===== config.mk =====
export PLATFORM = sky130hd
export DESIGN_NAME = lf_driver_spi_command_buffer
export DESIGN_NICKNAME = d
export VERILOG_FILES = /design/src/hdl/lf_cmd_pkg.sv /design/src/hdl/spi_word_shifter.sv /design/src/hdl/lf_driver_spi_command_buffer.sv
export SDC_FILE = /design/constraint.sdc
export NUM_CORES = 2
export LEC_CHECK = 0
export BUFFER_PORTS_ARGS = -buffer_cell sky130_fd_sc_hd__buf_2
export CAP_MARGIN = 10
export CORE_UTILIZATION = 25
export DETAILED_ROUTE_END_ITERATION = 6
export HOLD_SLACK_MARGIN = 0.03
export MAX_ROUTING_LAYER = met4
export PLACE_DENSITY = 0.42
export RECOVER_POWER = 25
export SYNTH_ARGS = -nofsm -noshare
export SYNTH_HDL_FRONTEND = slang
export SYNTH_SLANG_ARGS = --single-unit

===== constraint.sdc =====
create_clock -name clk_i -period 22.5 [get_ports clk_i]
set_clock_uncertainty 0.1 [all_clocks]
set_input_delay 4.5 -clock clk_i [delete_from_list [all_inputs] [get_ports clk_i]]
set_output_delay 4.5 -clock clk_i [all_outputs]
set_load 0.02 [all_outputs]

===== src/hdl/lf_cmd_pkg.sv =====
// Purpose: constants shared by the lf driver command interpreter
// Assumes: 8-bit spi words, lsb first, system clock 125 MHz
// Notes: command codes are first-word values as received
package lf_cmd_pkg;
   localparam int WORD_W = 8;
   localparam int SYNC_W = 3;
   localparam int LBITS = 96;
   localparam int PTR_W = 7;
   localparam logic [7:0] CMD_STATUS = 8'h00;
   localparam logic [7:0] CMD_FAULT_RST = 8'h11;
   localparam logic [7:0] CMD_STOP = 8'h21;
   localparam logic [7:0] CMD_PDOWN = 8'h41;
   localparam logic [7:0] CMD_WR_CFG1 = 8'h04;
   localparam logic [7:0] CMD_RD_CFG1 = 8'h06;
   localparam logic [7:0] CMD_WR_CFG2 = 8'h08;
   localparam logic [7:0] CMD_RD_CFG2 = 8'h0A;
   localparam logic [7:0] CMD_RD_STAT = 8'h0E;
   localparam logic [7:0] CMD_RD_FREE = 8'h02;
   localparam int LF_DATA_BIT = 7;
   localparam int READY_BIT = 7;
   localparam int RTS_BIT = 1;
   localparam int ILLEGAL_BIT = 5;
   localparam logic [4:0] CFG1_RESET = 5'h00;
   localparam logic [2:0] CFG2_RESET = 3'h0;
   localparam logic [5:0] FAULT_RESET = 6'h00;
   localparam logic [6:0] PTR_BOTTOM = 7'h00;
   localparam logic [6:0] PTR_TOP = 7'd96;
   localparam logic [2:0] BITCNT_LAST = 3'h7;
   // half-bit times in us, one per baud selector value
   localparam int HALF_US_0 = 512;
   localparam int HALF_US_1 = 256;
   localparam int HALF_US_2 = 160;
   localparam int HALF_US_3 = 128;
   localparam int CLK_MHZ = 125;
   localparam logic [16:0] HALF_CYC_0 = 17'(HALF_US_0 * CLK_MHZ);
   localparam logic [16:0] HALF_CYC_1 = 17'(HALF_US_1 * CLK_MHZ);
   localparam logic [16:0] HALF_CYC_2 = 17'(HALF_US_2 * CLK_MHZ);
   localparam logic [16:0] HALF_CYC_3 = 17'(HALF_US_3 * CLK_MHZ);
endpackage : lf_cmd_pkg


===== src/hdl/spi_word_shifter.sv =====
// Purpose: spi slave that shifts 8-bit words lsb first
// Assumes: mode 0, sampled on rising sclk, data out changes on falling sclk
// Notes: pins pass three flops; a word cut short by chip select is dropped
module spi_word_shifter
   import lf_cmd_pkg::*;
(
   input wire logic clk_i,
   input wire logic rst_i,
   input wire logic sclk_i,
   input wire logic cs_n_i,
   input wire logic mosi_i,
   input wire logic [7:0] tx_word_i,
   output logic miso_o,
   output logic [7:0] rx_word_o,
   output logic rx_valid_o,
   output logic cs_active_o
);
   typedef struct packed {
      logic [2:0] sclk;
      logic [2:0] csn;
      logic [2:0] mosi;
      logic [2:0] cnt;
      logic [7:0] sh;
      logic [7:0] tx;
      logic miso;
      logic [7:0] rx;
      logic vld;
   } shift_s;
   shift_s s_q, s_d;
   logic cs_on, rise, fall;

   // chip select needs agreement of second and third stage; a difference between them marks an sclk edge
   always_comb begin
      s_d = s_q;
      s_d.sclk = {s_q.sclk[1:0], sclk_i};
      s_d.csn = {s_q.csn[1:0], cs_n_i};
      s_d.mosi = {s_q.mosi[1:0], mosi_i};
      s_d.vld = 1'b0;
      cs_on = ~s_q.csn[1] & ~s_q.csn[2];
      rise = s_q.sclk[1] & ~s_q.sclk[2];
      fall = ~s_q.sclk[1] & s_q.sclk[2];
      if (!cs_on) begin
         s_d.cnt = 3'h0;
         s_d.tx = tx_word_i;
         s_d.miso = tx_word_i[0];
      end else begin
         if (rise) begin
            s_d.sh = {s_q.mosi[2], s_q.sh[7:1]};
            s_d.cnt = s_q.cnt + 3'h1;
            s_d.tx = {1'b0, s_q.tx[7:1]};
            if (s_q.cnt == BITCNT_LAST) begin
               s_d.rx = {s_q.mosi[2], s_q.sh[7:1]};
               s_d.vld = 1'b1;
            end
         end
         // answer loaded on the fall after a word, once the decoder has replied
         if (fall) begin
            if (s_q.cnt == 3'h0) begin
               s_d.tx = tx_word_i;
               s_d.miso = tx_word_i[0];
            end else begin
               s_d.miso = s_q.tx[0];
            end
         end
      end
   end

   always_ff @(posedge clk_i or posedge rst_i) begin
      if (rst_i) begin
         s_q <= '0;
         s_q.sclk <= 3'h0;
         s_q.csn <= 3'h7;
         s_q.mosi <= 3'h0;
      end else begin
         s_q <= s_d;
      end
   end

   assign miso_o = s_q.miso;
   assign rx_word_o = s_q.rx;
   assign rx_valid_o = s_q.vld;
   assign cs_active_o = ~s_q.csn[2];
endmodule : spi_word_shifter


===== src/hdl/lf_driver_spi_command_buffer.sv =====
// Purpose: spi command interpreter and lf half-bit buffer for an lf antenna driver
// Assumes: faults arrive as level inputs from the diagnosis stage
// Notes: buffer is 96 entries of two half bits each
module lf_driver_spi_command_buffer
   import lf_cmd_pkg::*;
(
   input wire logic clk_i,
   input wire logic rst_i,
   input wire logic sclk_i,
   input wire logic cs_n_i,
   input wire logic mosi_i,
   input wire logic [4:0] fault_detect_i,
   output logic miso_o,
   output logic [3:0] coil_current_selector_o,
   output logic modulation_type_select_o,
   output logic [1:0] lf_baud_selector_o,
   output logic clock_output_pin_prescale_o,
   output logic stages_enable_o,
   output logic carrier_on_o,
   output logic mod_active_o,
   output logic power_down_o
);
   typedef enum logic [2:0] {
      ST_CMD = 3'b000,
      ST_ARG = 3'b001,
      ST_LF = 3'b011,
      ST_PDN = 3'b010
   } cmd_state_e;

   typedef struct packed {
      cmd_state_e st;
      logic [7:0] first;
      logic [6:0] remain;
      logic [4:0] cfg1;
      logic [2:0] cfg2;
      logic [5:0] fault;
      logic [6:0] ptr;
      logic [95:0] lower;
      logic [95:0] upper;
      logic running;
      logic phase;
      logic [16:0] tmr;
      logic [7:0] tx;
      logic carrier;
      logic stop_req;
      logic pdn_arm;
   } ctl_s;
   ctl_s c_q, c_d;

   logic [7:0] rx_word;
   logic rx_valid, cs_active, miso;
   logic [5:0] free_cnt;
   logic stage_fault, full, legal;
   logic [16:0] half_cyc;
   logic [2:0] nbits;

   spi_word_shifter u_shift (
      .clk_i(clk_i),
      .rst_i(rst_i),
      .sclk_i(sclk_i),
      .cs_n_i(cs_n_i),
      .mosi_i(mosi_i),
      .tx_word_i(c_q.tx),
      .miso_o(miso),
      .rx_word_o(rx_word),
      .rx_valid_o(rx_valid),
      .cs_active_o(cs_active)
   );

   // status and buffer levels
   always_comb begin
      stage_fault = |c_q.fault[4:0];
      full = (c_q.ptr == PTR_TOP);
      free_cnt = 6'(PTR_TOP - c_q.ptr);
      unique case (c_q.cfg2[2:1])
         2'b00: half_cyc = HALF_CYC_0;
         2'b01: half_cyc = HALF_CYC_1;
         2'b10: half_cyc = HALF_CYC_2;
         default: half_cyc = HALF_CYC_3;
      endcase
      legal = (rx_word == CMD_STATUS) || (rx_word == CMD_FAULT_RST) || (rx_word == CMD_STOP) ||
              (rx_word == CMD_PDOWN) || (rx_word == CMD_WR_CFG1) || (rx_word == CMD_RD_CFG1) ||
              (rx_word == CMD_WR_CFG2) || (rx_word == CMD_RD_CFG2) || (rx_word == CMD_RD_STAT) ||
              (rx_word == CMD_RD_FREE) || rx_word[LF_DATA_BIT];
   end

   // command decode, buffer and modulator
   always_comb begin
      c_d = c_q;
      nbits = 3'h0;
      // fault flags set over clear
      c_d.fault[4:0] = c_q.fault[4:0] | fault_detect_i;
      // modulator: bottom entry, two half bits, lower first
      if (c_q.running) begin
         if (c_q.tmr == 17'h0_0001) begin
            c_d.tmr = half_cyc;
            if (!c_q.phase) begin
               c_d.phase = 1'b1;
               c_d.carrier = c_q.upper[0];
            end else begin
               c_d.lower = {1'b0, c_q.lower[95:1]};
               c_d.upper = {1'b0, c_q.upper[95:1]};
               c_d.ptr = c_q.ptr - 7'h1;
               c_d.phase = 1'b0;
               if (c_q.ptr == 7'h1) begin
                  c_d.running = 1'b0;
                  c_d.carrier = 1'b0;
               end else begin
                  c_d.carrier = c_q.lower[1];
               end
            end
         end else begin
            c_d.tmr = c_q.tmr - 17'h0_0001;
         end
      end
      // word handling
      if (rx_valid) begin
         c_d.tx = {1'b1, 5'h00, ~(full | stage_fault), 1'b0};
         unique case (c_q.st)
            ST_CMD: begin
               c_d.first = rx_word;
               if (rx_word[LF_DATA_BIT]) begin
                  c_d.remain = rx_word[6:0];
                  c_d.st = (rx_word[6:0] == 7'h00) ? ST_CMD : ST_LF;
               end else if (!legal) begin
                  c_d.fault[ILLEGAL_BIT] = 1'b1;
               end else if (rx_word == CMD_FAULT_RST) begin
                  c_d.fault = fault_detect_i[4:0] == 5'h00 ? FAULT_RESET : {1'b0, fault_detect_i};
               end else if (rx_word == CMD_STOP) begin
                  c_d.stop_req = 1'b1;
               end else if (rx_word == CMD_PDOWN) begin
                  c_d.st = ST_PDN;
               end else if (rx_word != CMD_STATUS) begin
                  c_d.st = ST_ARG;
                  unique case (rx_word)
                     CMD_WR_CFG1, CMD_WR_CFG2: c_d.tx = rx_word;
                     CMD_RD_CFG1: c_d.tx = {2'b00, c_q.cfg1[4:1], 1'b0, c_q.cfg1[0]};
                     CMD_RD_CFG2: c_d.tx = {5'h00, c_q.cfg2};
                     CMD_RD_STAT: c_d.tx = {2'h0, c_q.fault};
                     default: c_d.tx = {2'h0, free_cnt};
                  endcase
               end
            end
            ST_ARG: begin
               if (c_q.first == CMD_WR_CFG1) begin
                  c_d.cfg1 = {rx_word[5:2], rx_word[0]};
               end else if (c_q.first == CMD_WR_CFG2) begin
                  c_d.cfg2 = rx_word[2:0];
               end
               c_d.st = ST_CMD;
            end
            ST_LF: begin
               // up to four logical bits, lsb first
               nbits = (c_q.remain > 7'd4) ? 3'd4 : c_q.remain[2:0];
               for (int i = 0; i < 4; i++) begin
                  if (3'(i) < nbits && c_d.ptr < PTR_TOP && !stage_fault) begin
                     c_d.lower[c_d.ptr] = rx_word[2 * i];
                     c_d.upper[c_d.ptr] = rx_word[2 * i + 1];
                     c_d.ptr = c_d.ptr + 7'h1;
                  end
               end
               c_d.remain = c_q.remain - 7'(nbits);
               if (c_q.remain <= 7'd4) begin
                  c_d.st = ST_CMD;
                  if (!c_d.running && c_d.ptr != PTR_BOTTOM && !stage_fault) begin
                     c_d.running = 1'b1;
                     c_d.phase = 1'b0;
                     c_d.tmr = half_cyc;
                     c_d.carrier = c_d.lower[0];
                  end
               end
            end
            default: ;
         endcase
      end
      // a cut word or dropped select ends the command
      if (!cs_active) begin
         if (c_q.st == ST_PDN) begin
            c_d.pdn_arm = 1'b1;
         end
         if (c_q.st != ST_PDN || c_q.pdn_arm) begin
            c_d.st = ST_CMD;
         end
         c_d.tx = {1'b1, 5'h00, ~(full | stage_fault), 1'b0};
      end else begin
         c_d.pdn_arm = 1'b0;
      end
      // stop or fault flushes and idles
      if (c_q.stop_req || stage_fault) begin
         c_d.running = 1'b0;
         c_d.ptr = PTR_BOTTOM;
         c_d.lower = '0;
         c_d.upper = '0;
         c_d.carrier = 1'b0;
         c_d.stop_req = 1'b0;
      end
   end

   always_ff @(posedge clk_i or posedge rst_i) begin
      if (rst_i) begin
         c_q <= '0;
         c_q.st <= ST_CMD;
         c_q.cfg1 <= CFG1_RESET;
         c_q.cfg2 <= CFG2_RESET;
         c_q.fault <= FAULT_RESET;
         c_q.ptr <= PTR_BOTTOM;
         c_q.tx <= 8'h80;
      end else begin
         c_q <= c_d;
      end
   end

   // registered output copies
   logic miso_q;
   always_ff @(posedge clk_i or posedge rst_i) begin
      if (rst_i) begin
         miso_q <= 1'b0;
      end else begin
         miso_q <= miso;
      end
   end

   logic stages_on_q;
   assign miso_o = miso_q;
   assign coil_current_selector_o = c_q.cfg1[4:1];
   assign modulation_type_select_o = c_q.cfg1[0];
   assign lf_baud_selector_o = c_q.cfg2[2:1];
   assign clock_output_pin_prescale_o = c_q.cfg2[0];
   assign stages_enable_o = stages_on_q;
   assign carrier_on_o = c_q.carrier;
   assign mod_active_o = c_q.running;
   assign power_down_o = c_q.pdn_arm;

   // stage enable flop, low while a power fault is latched
   always_ff @(posedge clk_i or posedge rst_i) begin
      if (rst_i) begin
         stages_on_q <= 1'b1;
      end else begin
         stages_on_q <= ~(|c_d.fault[4:0]);
      end
   end

   // fault blocks stages within two cycles
   property p_fault_off;
      @(posedge clk_i) disable iff (rst_i) (|fault_detect_i) |-> ##[1:2] !stages_enable_o;
   endproperty
   a_fault_off: assert property (p_fault_off) else $error("stages on after fault");

   property p_ptr_top;
      @(posedge clk_i) disable iff (rst_i) c_q.ptr <= PTR_TOP;
   endproperty
   a_ptr_top: assert property (p_ptr_top) else $error("pointer over top");

   property p_illegal;
      @(posedge clk_i) disable iff (rst_i) (rx_valid && c_q.st == ST_CMD && !legal) |=> c_q.fault[ILLEGAL_BIT];
   endproperty
   a_illegal: assert property (p_illegal) else $error("illegal command not flagged");

   property p_stop;
      @(posedge clk_i) disable iff (rst_i) c_q.stop_req |=> (c_q.ptr == PTR_BOTTOM && !c_q.running);
   endproperty
   a_stop: assert property (p_stop) else $error("stop did not flush");

   property p_run_data;
      @(posedge clk_i) disable iff (rst_i) c_q.running |-> c_q.ptr != PTR_BOTTOM;
   endproperty
   a_run_data: assert property (p_run_data) else $error("modulator running empty");

   property p_ask;
      @(posedge clk_i) disable iff (rst_i) !c_q.running |-> !carrier_on_o;
   endproperty
   a_ask: assert property (p_ask) else $error("carrier on while idle");

   property p_fault_hold;
      @(posedge clk_i) disable iff (rst_i) (c_q.fault[0] && !(rx_valid && c_q.st == ST_CMD)) |=> c_q.fault[0];
   endproperty
   a_fault_hold: assert property (p_fault_hold) else $error("fault flag lost");

   property p_ptr_fault;
      @(posedge clk_i) disable iff (rst_i) stage_fault |=> c_q.ptr == PTR_BOTTOM;
   endproperty
   a_ptr_fault: assert property (p_ptr_fault) else $error("pointer not at bottom in fault");
endmodule : lf_driver_spi_command_buffer


==> metrics.cfg <==
[place]
io_buffer_count=22
place_area_sq_mm=0.0270
dpl.hpwl_mm=77.1
place_congestion=1.03

[cts]
cts_sinks=300
cts_setup_buffers=0
htreeDepth=2
numCtsBuffers=43
clkTransAtPathRegs_ns=0.05
hold_buffers=0
clockBufferDepth=3
ctsResizeCount=0
root_buffer=clkbuf_16
cts_tree=built
clk_latency_ns=0.63

[floorplan]
die_h_um=323
initial_core_util=0.252
row_count=117
core-area_sq_mm=0.102
die_area_sq_mm=0.104
io_pins=23
fp.dieW_um=323

[synthesis]
synth_area_sq_mm=0.0257
synth_area_per_cell_sq_um=7.43
synth_cell_types=90
synthFlopType=dfrtp_1
syn_nets=3485
yosysWarnings=0
synth_edf_count=0
synthArstFlopShare=1.00
synthCells=3463
synth-seq-area-share=0.292
ys_ff_latch=300

[worst_setup_path]
critPathArrivalTime_ns=8.93
r2r-start=mod_active_o
cp-start-kind=flop
ff2ff_setup_slack_ns=13.90
cp.required_ns=22.83
critPathCaptureType=flop
r2r_end=carrier_on_o
critPathKind=flop to flop
cp_max_fo=42
rr_worst_depth=20

[detailed_routing]
first_pass_iters=6
vias_per_cell=5.71
ant_nets=0
via_count=26900
first_iter_violations=2949
wl_per_cell_um=25.9
totalWireLength_mm=122
drc=0

[pwr]
p_switching_mw=0.317
internal_power_mw=0.943
powerDensity_mw_per_mm2=44.4
sw_frac_of_total=0.252
p_seq_frac=0.436
comb_power_share=0.017
power.total_mw=1.26
clockPowerShare=0.548
p_leak_nw=12.4
ir_drop_mv=0.0543

[hold_path]
min_delay_path_depth=0
holdPathEnd=u_shift.s_q[31]
hp-class=flop to flop
min_from=u_shift.s_d[31]

[cells_and_area]
syn2layout_area_growth_pct=10.4
drive_gt1_frac=0.0802
final_nets=3331
stdcell_area_sq_mm=0.0284
final_cell_mix=567 x nor2_1, 500 x nand2_1, 492 x a211oi_1
final_common_cell=nor2_1

[grt]
track_usage=0.240
grt_max_degree=155
grt_pass1_vias=25800
overflow=0
antenna_found_initial=5
grt_pass1_wl_mm=181

[sta]
maxSlewViolCount=280
relSlewSlack=-2.59
fmax_mhz=116
hold_ws_ns=0.245
hold_violations=0
setup_tns_ns=0
rsz0062_at_grt=false
worst_pin_slew_ns=5.35
post-route-period-util=0.382
setup_viol=0
layout_min_cycle_time_ns=8.60

[status]
status=complete, but fails checks
violations=capacitance limit, slew limit

[run]
drv_cap=6

==> Yosys cell counts (17+ instances only) <==
| cell type | count | area, sq um |
|---|---|---|
| xnor2_1 | 29 | 254 |
| nand4_1 | 24 | 150 |
| o21ai_0 | 166 | 831 |
| o311a_1 | 20 | 200 |
| a221oi_1 | 27 | 236 |
| and3_1 | 47 | 294 |
| buf_2 | 35 | 175 |
| nand2_1 | 502 | 1880 |
| mux2_2 | 49 | 552 |
| nor2b_1 | 18 | 113 |
| clkbuf_1 | 225 | 845 |
| buf_1 | 17 | 63.8 |
| a21oi_1 | 218 | 1090 |
| nor2_1 | 569 | 2140 |
| a211oi_1 | 492 | 3690 |
| a31oi_1 | 20 | 125 |
| mux2i_1 | 214 | 2140 |
| nand3_1 | 61 | 305 |
| a311oi_1 | 34 | 298 |
| and2_1 | 19 | 119 |
| inv_1 | 33 | 124 |
| nor3_1 | 111 | 556 |
| dfrtp_1 | 295 | 7380 |
==> registers in the layout, summed over array words and instances (netlist names) <==
| name | cells |
|---|---|
| c_q | 250 |
| u_shift.s_q | 21 |
| u_shift.rx_word_o | 8 |
| u_shift.s_d | 6 |
| coil_current_selector_o | 4 |
| lf_baud_selector_o | 2 |
| carrier_on_o | 1 |
| clock_output_pin_prescale_o | 1 |
| miso_o | 1 |
| mod_active_o | 1 |
| modulation_type_select_o | 1 |
| power_down_o | 1 |
| stages_enable_o | 1 |
| u_shift.miso_o | 1 |
| u_shift.rx_valid_o | 1 |
==> layer usage <==
layer / GRT usage / vias to the layer above / routed length, um
met3: 0.0264 / 234 / 7540
li1: - / 12400 / -
met2: 0.368 / 940 / 54000
met5: - / - / 0
met4: 0.0931 / 0 / 4840
met1: 0.322 / 13300 / 55900
==> metrics by stage <==
step           instances  utilization  setup WS, ns
2_1_floorplan       3463            -          9.62
3_3_place_gp        4632        0.265         13.96
3_5_place_dp        4632        0.265         13.99
4_1_cts             4711        0.279         13.95
5_1_grt             4712        0.278         13.26
6_report            4716        0.279         13.90
==> power groups by stage <==
| stage | clock (mW) | combinational [mW] | sequential (mW) |
|---|---|---|---|
| 2_1_floorplan | 0 | 0.0149 | 0.558 |
| 3_3_place_gp | 0 | 0.0223 | 0.559 |
| 3_5_place_dp | 0 | 0.0222 | 0.559 |
| 5_1_grt | 0.727 | 0.0246 | 0.550 |
| 4_1_cts | 0.706 | 0.0223 | 0.549 |
| 6_report | 0.690 | 0.0209 | 0.549 |
==> worst max path at each step <==
stage                       from      endpoint  slack (ns)  cells past startpoint
floorplan                  rst_i      c_q[100]        9.62                      1
global placement         c_q[13]       c_q[22]       13.96                     22
detailed placement  mod_active_o  carrier_on_o       13.99                     20
CTS                 mod_active_o  carrier_on_o       13.95                     20
global route        mod_active_o      c_q[214]       13.26                     20
finish              mod_active_o  carrier_on_o       13.90                     20
==> kinds of logic (layout without fill, tap and decap cells) <==
logic type,Yosys count,in the layout,share of synthesized area
AO/OA/AOI/OAI,1070,1070,0.283
XOR/XNOR,45,45,0.0167
adder cells (fa/ha/maj),12,12,0.00584
buffers and inverters,325,205,0.0512
flip-flops,300,300,0.292
multiplexers,265,265,0.106
other,1,6,0.000146
AND/OR/NAND/NOR,1445,1445,0.245
==> final cells by class <==
class	count	area [sq um]
antenna	5	12.5
clock inverter	6	87.6
sequential	300	7530
multi-input combinational	2838	17000
inverter	36	136
tap	1368	1710
timing repair buffer	90	627
clock buffer	73	1290
fill	11200	73500
==> worst max-delay path, stage by stage, from the launching register on <==
cell and delay [ns]:
dfrtp_1 0.79, and2_1 0.26, and4_1 0.39, nand2_4 0.48, o21a_1 0.43, inv_1 0.24, ha_1 0.32, mux2i_1 0.41
inv_1 0.20, ha_1 0.31, nand2_1 0.09, nor3_1 0.10, xnor2_2 0.31, nor2b_1 0.82, nand4_1 0.44, a31oi_2 0.74
nand3_1 0.92, nor2_1 0.47, mux2i_1 0.35, mux2_2 0.21, nor2_1 0.04
(Power assumes the default switching activity.)
